[config.mk]
export PLATFORM = sky130hd
export DESIGN_NAME = gp_timer_module
export DESIGN_NICKNAME = d
export VERILOG_FILES = /design/src/verilog/gp_timer_pkg.sv /design/src/verilog/gp_timer_module.sv
export SDC_FILE = /design/constraint.sdc
export NUM_CORES = 1
export LEC_CHECK = 0
export BUFFER_PORTS_ARGS = -buffer_cell sky130_fd_sc_hd__buf_2
export CAP_MARGIN = 30
export CORE_UTILIZATION = 43
export DETAILED_ROUTE_END_ITERATION = 10
export GPL_ROUTABILITY_DRIVEN = 1
export PLACE_DENSITY = 0.62
export SLEW_MARGIN = 25
export SYNTH_ARGS = -nofsm -noshare
export SYNTH_HDL_FRONTEND = slang
export SYNTH_SLANG_ARGS = --single-unit
[constraint.sdc]
create_clock -name sys_clk -period 27.8 [get_ports sys_clk]
set_clock_uncertainty 0.15 [all_clocks]
set_input_delay 8.34 -clock sys_clk [delete_from_list [all_inputs] [get_ports sys_clk]]
set_output_delay 8.34 -clock sys_clk [all_outputs]
set_load 0.01 [all_outputs]
[src/verilog/gp_timer_pkg.sv]
package gp_timer_pkg;

  // Configuration register values
  localparam logic [2:0] CFG_RTC = 3'h1;
  localparam logic [2:0] CFG_16BIT = 3'h4;

  // Timer mode field encodings
  localparam logic [1:0] MODE_ONESHOT = 2'h1;
  localparam logic [1:0] MODE_PERIODIC = 2'h2;
  localparam logic [1:0] MODE_CAPTURE = 2'h3;

  // Event field encodings
  localparam logic [1:0] EV_RISE = 2'h0;
  localparam logic [1:0] EV_FALL = 2'h1;
  localparam logic [1:0] EV_BOTH = 2'h3;

  // Register offsets; per-half registers of the second half sit HALF_STEP above
  localparam logic [7:0] OFF_CFG = 8'h00;
  localparam logic [7:0] OFF_MODE = 8'h04;
  localparam logic [7:0] OFF_CTL = 8'h0c;
  localparam logic [7:0] OFF_IMR = 8'h18;
  localparam logic [7:0] OFF_RIS = 8'h1c;
  localparam logic [7:0] OFF_MIS = 8'h20;
  localparam logic [7:0] OFF_ICR = 8'h24;
  localparam logic [7:0] OFF_ILR = 8'h28;
  localparam logic [7:0] OFF_MATCH = 8'h30;
  localparam logic [7:0] OFF_PR = 8'h38;
  localparam logic [7:0] OFF_VAL = 8'h48;
  localparam logic [7:0] HALF_STEP = 8'h04;

  // Status bit layout: half flags at HALF_FLAGS*h, RTC flag alone
  localparam int RIS_TOUT = 0;
  localparam int RIS_CMATCH = 1;
  localparam int RIS_CEVENT = 2;
  localparam int RIS_RTC = 3;
  localparam int HALF_FLAGS = 4;
  localparam int CTL_BITS = 8;

  // Reset and load values
  localparam logic [15:0] CNT_RESET = 16'hffff;
  localparam logic [15:0] ILR_RESET = 16'hffff;
  localparam logic [31:0] RTC_PRELOAD = 32'h00000001;
  localparam logic [31:0] RTC_WRAP = 32'h00000000;

  // RTC input and tick rates
  localparam int RTC_CLK_HZ = 32768;
  localparam int RTC_TICK_HZ = 1;

  typedef struct packed {
    logic ams;
    logic cmr;
    logic [1:0] mode;
  } half_mode_type;

  typedef struct packed {
    logic spare;
    logic inv;
    logic ote;
    logic rtc_en;
    logic [1:0] evt;
    logic stall;
    logic en;
  } half_ctl_type;

  typedef struct packed {
    logic cevent;
    logic cmatch;
    logic tout;
  } half_flags_type;

  typedef struct packed {
    logic wr;
    logic rd;
    logic [7:0] addr;
    logic [31:0] wdata;
  } bus_req_type;

endpackage : gp_timer_pkg

[src/verilog/gp_timer_module.sv]
`timescale 1ns/10ps

module gp_timer_module #(
  parameter int RTC_DIV = gp_timer_pkg::RTC_CLK_HZ / gp_timer_pkg::RTC_TICK_HZ
) (
  input wire logic sys_clk,
  input wire logic rst,
  input wire gp_timer_pkg::bus_req_type bus_req,
  output logic [31:0] rdata,
  input wire logic [1:0] ccp_in,
  output logic [1:0] ccp_out,
  output logic [1:0] ccp_oe,
  output logic [1:0] trigger,
  output logic irq
);

  logic [2:0] cfg;
  gp_timer_pkg::half_mode_type mode [2];
  gp_timer_pkg::half_ctl_type ctl [2];
  logic [15:0] ilr [2];
  logic [15:0] match [2];
  logic [15:0] cnt [2];
  logic [15:0] capt [2];
  logic [15:0] val [2];
  logic [7:0] pr [2];
  logic [7:0] pre [2];
  logic [7:0] ris;
  logic [7:0] imr;
  logic [7:0] mis;
  logic [7:0] next_ris;
  logic [1:0] pin_q;
  logic [1:0] en_clr;
  logic [1:0] ilr_wr;
  logic [1:0] run;
  gp_timer_pkg::half_flags_type fset [2];
  logic [31:0] rtc_div;
  logic [31:0] rtc_cnt;
  logic [31:0] rtc_match;
  logic [31:0] next_rtc;
  logic rtc_mode;
  logic m16;
  logic rtc_run;
  logic rtc_tick;
  logic rtc_hit;
  logic rtc_load;
  logic cfg_wr;

  assign rtc_mode = cfg == gp_timer_pkg::CFG_RTC;
  assign m16 = cfg == gp_timer_pkg::CFG_16BIT;
  assign cfg_wr = bus_req.wr && bus_req.addr == gp_timer_pkg::OFF_CFG;
  assign rtc_load = cfg_wr && bus_req.wdata[2:0] == gp_timer_pkg::CFG_RTC && !rtc_mode;

  assign rtc_cnt = {cnt[1], cnt[0]};
  assign rtc_match = {match[1], match[0]};
  assign rtc_run = rtc_mode && ctl[0].en && (ctl[0].rtc_en || !(ctl[0].stall || ctl[1].stall));
  // 1 Hz tick from pin clock
  assign rtc_tick = rtc_run && ccp_in[0] && !pin_q[0] && rtc_div == 32'(RTC_DIV - 1);
  assign rtc_hit = rtc_tick && rtc_cnt == rtc_match;
  assign next_rtc = rtc_hit ? gp_timer_pkg::RTC_WRAP : rtc_cnt + 32'h1;

  always_ff @(posedge sys_clk or posedge rst) begin
    if (rst) begin
      pin_q <= 2'h0;
    end else begin
      pin_q <= ccp_in;
    end
  end

  always_ff @(posedge sys_clk or posedge rst) begin
    if (rst) begin
      rtc_div <= 32'h0;
    end else if (!rtc_run || rtc_load) begin
      rtc_div <= 32'h0;
    end else if (ccp_in[0] && !pin_q[0]) begin
      rtc_div <= (rtc_div == 32'(RTC_DIV - 1)) ? 32'h0 : rtc_div + 32'h1;
    end
  end

  always_ff @(posedge sys_clk or posedge rst) begin
    if (rst) begin
      cfg <= 3'h0;
      imr <= 8'h0;
    end else begin
      if (cfg_wr) begin
        cfg <= bus_req.wdata[2:0];
      end
      if (bus_req.wr && bus_req.addr == gp_timer_pkg::OFF_IMR) begin
        imr <= bus_req.wdata[7:0];
      end
    end
  end

  // Hardware disable wins over a software write in the same cycle
  always_ff @(posedge sys_clk or posedge rst) begin
    if (rst) begin
      ctl[0] <= '0;
      ctl[1] <= '0;
    end else begin
      for (int h = 0; h < 2; h++) begin
        if (bus_req.wr && bus_req.addr == gp_timer_pkg::OFF_CTL) begin
          ctl[h] <= bus_req.wdata[h*gp_timer_pkg::CTL_BITS +: gp_timer_pkg::CTL_BITS];
        end
        if (en_clr[h]) begin
          ctl[h].en <= 1'b0;
        end
      end
    end
  end

  // Set wins over clear in the same cycle
  always_comb begin
    next_ris = ris;
    if (bus_req.wr && bus_req.addr == gp_timer_pkg::OFF_ICR) begin
      next_ris = next_ris & ~bus_req.wdata[7:0];
    end
    next_ris[gp_timer_pkg::RIS_RTC] = next_ris[gp_timer_pkg::RIS_RTC] | rtc_hit;
    for (int h = 0; h < 2; h++) begin
      next_ris[h*gp_timer_pkg::HALF_FLAGS +: 3] = next_ris[h*gp_timer_pkg::HALF_FLAGS +: 3] | fset[h];
    end
  end

  always_ff @(posedge sys_clk or posedge rst) begin
    if (rst) begin
      ris <= 8'h0;
    end else begin
      ris <= next_ris;
    end
  end

  assign mis = ris & imr;
  assign irq = |mis;

  always_ff @(posedge sys_clk or posedge rst) begin
    if (rst) begin
      rdata <= 32'h0;
    end else if (bus_req.rd) begin
      case (bus_req.addr)
        gp_timer_pkg::OFF_CFG: rdata <= {29'h0, cfg};
        gp_timer_pkg::OFF_MODE: rdata <= {28'h0, mode[0]};
        gp_timer_pkg::OFF_MODE + gp_timer_pkg::HALF_STEP: rdata <= {28'h0, mode[1]};
        gp_timer_pkg::OFF_CTL: rdata <= {16'h0, ctl[1], ctl[0]};
        gp_timer_pkg::OFF_IMR: rdata <= {24'h0, imr};
        gp_timer_pkg::OFF_RIS: rdata <= {24'h0, ris};
        gp_timer_pkg::OFF_MIS: rdata <= {24'h0, mis};
        gp_timer_pkg::OFF_ILR: rdata <= {16'h0, ilr[0]};
        gp_timer_pkg::OFF_ILR + gp_timer_pkg::HALF_STEP: rdata <= {16'h0, ilr[1]};
        gp_timer_pkg::OFF_MATCH: rdata <= {16'h0, match[0]};
        gp_timer_pkg::OFF_MATCH + gp_timer_pkg::HALF_STEP: rdata <= {16'h0, match[1]};
        gp_timer_pkg::OFF_PR: rdata <= {24'h0, pr[0]};
        gp_timer_pkg::OFF_PR + gp_timer_pkg::HALF_STEP: rdata <= {24'h0, pr[1]};
        gp_timer_pkg::OFF_VAL: rdata <= rtc_mode ? rtc_cnt : {16'h0, val[0]};
        gp_timer_pkg::OFF_VAL + gp_timer_pkg::HALF_STEP: rdata <= {16'h0, val[1]};
        default: rdata <= 32'h0;
      endcase
    end else begin
      rdata <= 32'h0;
    end
  end

  for (genvar h = 0; h < 2; h++) begin : g_half
    localparam logic [7:0] HOFF = 8'(h) * gp_timer_pkg::HALF_STEP;
    gp_timer_pkg::half_mode_type m;
    gp_timer_pkg::half_ctl_type c;
    logic rise;
    logic fall;
    logic is_tmr;
    logic is_pwm;
    logic is_cnt;
    logic is_time;
    logic cnt_edge;
    logic time_edge;
    logic step;
    logic lvl;
    logic pin_r;
    logic trig_r;
    logic [15:0] dec;

    assign m = mode[h];
    assign c = ctl[h];
    assign rise = ccp_in[h] && !pin_q[h];
    assign fall = !ccp_in[h] && pin_q[h];
    assign dec = cnt[h] - 16'h1;
    assign is_tmr = !m.ams && (m.mode == gp_timer_pkg::MODE_ONESHOT ||
                               m.mode == gp_timer_pkg::MODE_PERIODIC);
    assign is_pwm = m.ams && !m.cmr && m.mode == gp_timer_pkg::MODE_PERIODIC;
    assign is_cnt = !m.ams && !m.cmr && m.mode == gp_timer_pkg::MODE_CAPTURE;
    assign is_time = !m.ams && m.cmr && m.mode == gp_timer_pkg::MODE_CAPTURE;
    assign cnt_edge = (c.evt == gp_timer_pkg::EV_RISE && rise) ||
                      (c.evt == gp_timer_pkg::EV_FALL && fall) ||
                      (c.evt == gp_timer_pkg::EV_BOTH && (rise || fall));
    // one polarity only, both reads as rising
    assign time_edge = (c.evt == gp_timer_pkg::EV_FALL) ? fall : rise;
    assign run[h] = m16 && c.en && !c.stall;
    assign step = is_tmr ? pre[h] == 8'h0 : (is_pwm || is_time);
    assign ilr_wr[h] = bus_req.wr && bus_req.addr == gp_timer_pkg::OFF_ILR + HOFF;
    assign fset[h].tout = run[h] && is_tmr && step && cnt[h] == 16'h0;
    assign fset[h].cmatch = run[h] && is_cnt && cnt_edge && dec == match[h];
    assign fset[h].cevent = run[h] && is_time && time_edge;
    assign en_clr[h] = (fset[h].tout && m.mode == gp_timer_pkg::MODE_ONESHOT) || fset[h].cmatch;
    assign val[h] = is_time ? capt[h] : cnt[h];
    assign ccp_out[h] = pin_r;
    assign ccp_oe[h] = m16 && is_pwm;
    assign trigger[h] = trig_r;

    always_ff @(posedge sys_clk or posedge rst) begin
      if (rst) begin
        mode[h] <= '0;
        ilr[h] <= gp_timer_pkg::ILR_RESET;
        match[h] <= 16'h0;
        pr[h] <= 8'h0;
      end else if (bus_req.wr) begin
        if (bus_req.addr == gp_timer_pkg::OFF_MODE + HOFF) begin
          mode[h] <= bus_req.wdata[3:0];
        end
        if (ilr_wr[h]) begin
          ilr[h] <= bus_req.wdata[15:0];
        end
        if (rtc_mode && bus_req.addr == gp_timer_pkg::OFF_MATCH) begin
          match[h] <= bus_req.wdata[h*16 +: 16];
        end else if (bus_req.addr == gp_timer_pkg::OFF_MATCH + HOFF) begin
          match[h] <= bus_req.wdata[15:0];
        end
        if (bus_req.addr == gp_timer_pkg::OFF_PR + HOFF) begin
          pr[h] <= bus_req.wdata[7:0];
        end
      end
    end

    always_ff @(posedge sys_clk or posedge rst) begin
      if (rst) begin
        cnt[h] <= gp_timer_pkg::CNT_RESET;
      end else if (rtc_load) begin
        cnt[h] <= gp_timer_pkg::RTC_PRELOAD[h*16 +: 16];
      end else if (rtc_mode) begin
        if (rtc_tick) begin
          cnt[h] <= next_rtc[h*16 +: 16];
        end
      end else if (ilr_wr[h]) begin
        cnt[h] <= bus_req.wdata[15:0];
      end else if (run[h]) begin
        if (is_cnt) begin
          if (cnt_edge) begin
            cnt[h] <= fset[h].cmatch ? ilr[h] : dec;
          end
        end else if (step) begin
          cnt[h] <= (cnt[h] == 16'h0) ? ilr[h] : dec;
        end
      end
    end

    // prescale divides by value plus one
    always_ff @(posedge sys_clk or posedge rst) begin
      if (rst) begin
        pre[h] <= 8'h0;
      end else if (!c.en) begin
        pre[h] <= pr[h];
      end else if (run[h] && is_tmr) begin
        pre[h] <= (pre[h] == 8'h0) ? pr[h] : pre[h] - 8'h1;
      end
    end

    always_ff @(posedge sys_clk or posedge rst) begin
      if (rst) begin
        capt[h] <= gp_timer_pkg::CNT_RESET;
      end else if (fset[h].cevent) begin
        capt[h] <= cnt[h];
      end
    end

    always_ff @(posedge sys_clk or posedge rst) begin
      if (rst) begin
        lvl <= 1'b0;
        pin_r <= 1'b0;
      end else begin
        if (run[h] && is_pwm && cnt[h] == ilr[h]) begin
          lvl <= 1'b1;
          pin_r <= !c.inv;
        end else if (run[h] && is_pwm && cnt[h] == match[h]) begin
          lvl <= 1'b0;
          pin_r <= c.inv;
        end else begin
          pin_r <= lvl ^ c.inv;
        end
      end
    end

    always_ff @(posedge sys_clk or posedge rst) begin
      if (rst) begin
        trig_r <= 1'b0;
      end else begin
        trig_r <= fset[h].tout && c.ote;
      end
    end
  end
endmodule : gp_timer_module

==> impl_metrics.yaml <==
outcome:
  run_status: "complete, no violations"
power_and_ir_drop:
  p_comb_share_pct: 24.7
  power_uw: 1312
  power_frac_seq_pct: 41.3
  p_leak_uw: 0.008172
  peakVddDrop_mv: 0.05217
  p_int_uw: 840.2
  p_switching_uw: 472.0
  p_per_area_mw_per_mm2: 70.30
  power.share.clock_pct: 34.0
  switching_share_pct: 35.97
setup_path:
  critical_path.most_common_cell: "a311oi_1"
  cp_max_fo: 22
  path_class: "in2reg"
  crit_family: "compound AO/OA/AOI/OAI gates"
  cp_slowest_cell: "a21o_1"
  cp-end-kind: "flip-flop"
  startpoint_type: "input pin"
  crit_buf_inv: 2
  timing.critical_path.slowest_cell_delay_ns: 0.72
  cp.arrival_ns: 11.55
  path_cells: "buf_2, inv_1, ha_1, or2_2, a311oi_1, o31ai_1, a311oi_1, a21o_1, nor2_1, a222oi_1, o211ai_1"
  crit_required_ns: 28.15
synth:
  yosys.area.top_type: "dfrtp_1"
  synthDistinctLibCells: 80
  ys.flop_type: "dfrtp_1"
  syn_avg_cell_area_um2: 9.179
  syn_area_mm2: 0.01666
  synthTopCellsByArea: "dfrtp_1 27%, dfstp_2 15%, mux2_2 6.8%"
  synth_seq_cells: 275
  synth-edff-count: 0
  synth-seq-area-share_pct: 42.03
  synth.top_cell.area_share_pct: 26.89
  ys_warn_count: 0
  syn_inst: 1815
  synth_nets: 1881
  async_reset_ff_share_pct: 100.0
die:
  initial_core_util_pct: 43.92
  core_mm2: 0.03793
  dieArea_mm2: 0.03954
  die_y_um: 198.8
  rows: 71
  io_pins: 85
  die_w_um: 198.8
clock_tree:
  cts_root_buf: "clkbuf_16"
  cts_tree: "built"
  clkTransAtPathRegs_ns: 0.07
  clk_latency_ns: 0.59
  cts.sinks: 275
  clock_path_buffers: 3
  htree_levels: 1
  cts_made_buffers: 31
  cts.repair.resized: 0
  hold_buffers: 0
  cts_setup_buffers: 0
cells_and_area:
  areaGrowthSynthToFinish_pct: 12.04
  final_common_cell: "nand2_1"
  insertedDiodeCount: 0
  drive_gt1_share_pct: 21.62
  finish.net_count: 1906
  post-route-util_pct: 49.21
  mostFrequentLayoutCells: "249 x nand2_1, 179 x dfrtp_1, 126 x nor2_1"
min_path:
  hp-class: "reg2reg"
detailed_routing:
  drt-pass1-iter-count: 6
  detail_route.iter0.violations: 1761
  drc: 0
  vias_per_cell: 6.251
  vias: 14850
  wl_um: 58320
  post_drt_wl_per_cell_um: 24.55
  antenna_left: 0
place:
  portBuffers: 84
  gp_congestion: 0.9715
  place_hpwl_um: 40900
sta:
  post-route-period-util_pct: 40.29
  finalCriticalPeriod_ns: 11.20
  grt_setup_unrepaired: "no"
  hold_viol_final: 0
  setup_viol: 0
  relSlewSlack_pct: 34.81
  worstMarginPinSlew_ns: 0.9768
  clock.fmax_mhz: 89.29
  drv_slew: 0
  fin_tns_setup_ns: 0
global_routing:
  first_global_vias: 14200
  grtUsageMet3_pct: 4.493
  gr-usage-met2_pct: 44.12
  grt.total_usage_pct: 30.00
  antenna_found_initial: 0
  busiest_layer: "met2"
  gr-total-overflow: 0
  grt_max_degree: 131
  grt_pass1_wl_um: 89020
  grt.met1_usage_pct: 43.60
job:
  maxCapViolCount: 0
## power by group through the flow
stage / sequential, µW / combinational (µW) / clock (µW)
6_report: 543 / 324 / 446
5_1_grt: 546 / 353 / 468
4_1_cts: 538 / 315 / 452
3_5_place_dp: 544 / 313 / 0
3_3_place_gp: 544 / 308 / 0
2_1_floorplan: 465 / 284 / 0
## final cells by class
type                       count  area, µm²
fill                        3594      19270
multi-input combinational   1383       9105
inverter                      37      146.4
clock inverter                14      207.7
tap                          511      639.4
sequential                   275       7002
timing repair buffer         112      684.4
clock buffer                  43      880.8
## per-stage QoR
stage / cell area (µm²) / std cells / setup slack [ns] / hold slack [ns]
3_3_place_gp: 17440 / 2311 / 16.21 / 0.3188
5_1_grt: 18670 / 2375 / 16.42 / 0.3482
2_1_floorplan: 16660 / 1815 / 11.89 / 0.3072
6_report: 18670 / 2375 / 16.60 / 0.3346
4_1_cts: 18560 / 2369 / 16.68 / 0.3376
3_5_place_dp: 17470 / 2312 / 16.09 / 0.3275
## synthesized netlist by cell type, types with 8 or more instances
cell type,count
a211oi_1,10
a22o_1,12
nor4_1,36
a221oi_1,22
a21oi_1,84
mux2_2,100
clkbuf_1,99
xnor2_1,48
nor3b_1,10
nor4b_1,8
dfrtp_1,179
mux2i_1,45
a22oi_1,31
and2_1,20
nand2_1,249
nand3_1,48
and3_1,17
o21ai_0,98
inv_1,37
o211ai_1,15
nor3_1,36
nor2_1,130
a21o_1,19
nand3b_1,10
xor2_1,80
ha_1,20
or4_1,17
a31oi_1,23
nand4_1,31
dfstp_2,96
a32oi_1,9
or3_1,20
nor2b_1,15
nand2b_1,10
o31ai_1,15
## registers in the layout (all words and copies together), names as in the netlist
signal	count
cnt	32
g_half.trig_r	2
capt	32
pin_q	2
pre	16
g_half.m	8
rtc_div	32
rdata	32
match	32
ris	8
ilr	32
g_half.lvl	2
imr	8
cfg	3
ctl	16
pr	16
g_half.pin_r	2
## cell families after synthesis
logic type	after synthesis	share of synthesized area, %
muxes	145	9.463
buffers and inverters	157	3.740
AOI/OAI and AO/OA	406	16.28
DFF	275	42.03
xor gates and xnor gates	128	6.729
adders and majority gates	20	1.502
and+or+nand+nor	684	20.26
## path summary, 6_finish.rpt
path	end	slack (ns)	start	depth (start not counted)
setup / recovery	cnt[6]	16.60	ccp_in[0]	11
hold / removal	g_half[1].pin_r	0.33	ctl[6]	1
setup reg to reg	cnt[26]	23.73	rtc_div[19]	8
hold reg to reg	g_half[1].pin_r	0.33	ctl[6]	1
max in group asynchronous	cfg[2]	18.18	rst	5
min in group asynchronous	match[11]	7.57	rst	2
## layer usage
metal | routed length, µm | up-vias
li1 | - | 6630
met1 | 25990 | 7338
met2 | 24800 | 741
met3 | 4900 | 138
met4 | 2622 | 0
met5 | 0 | -
No activity file was read; power rests on OpenSTA's default activity.
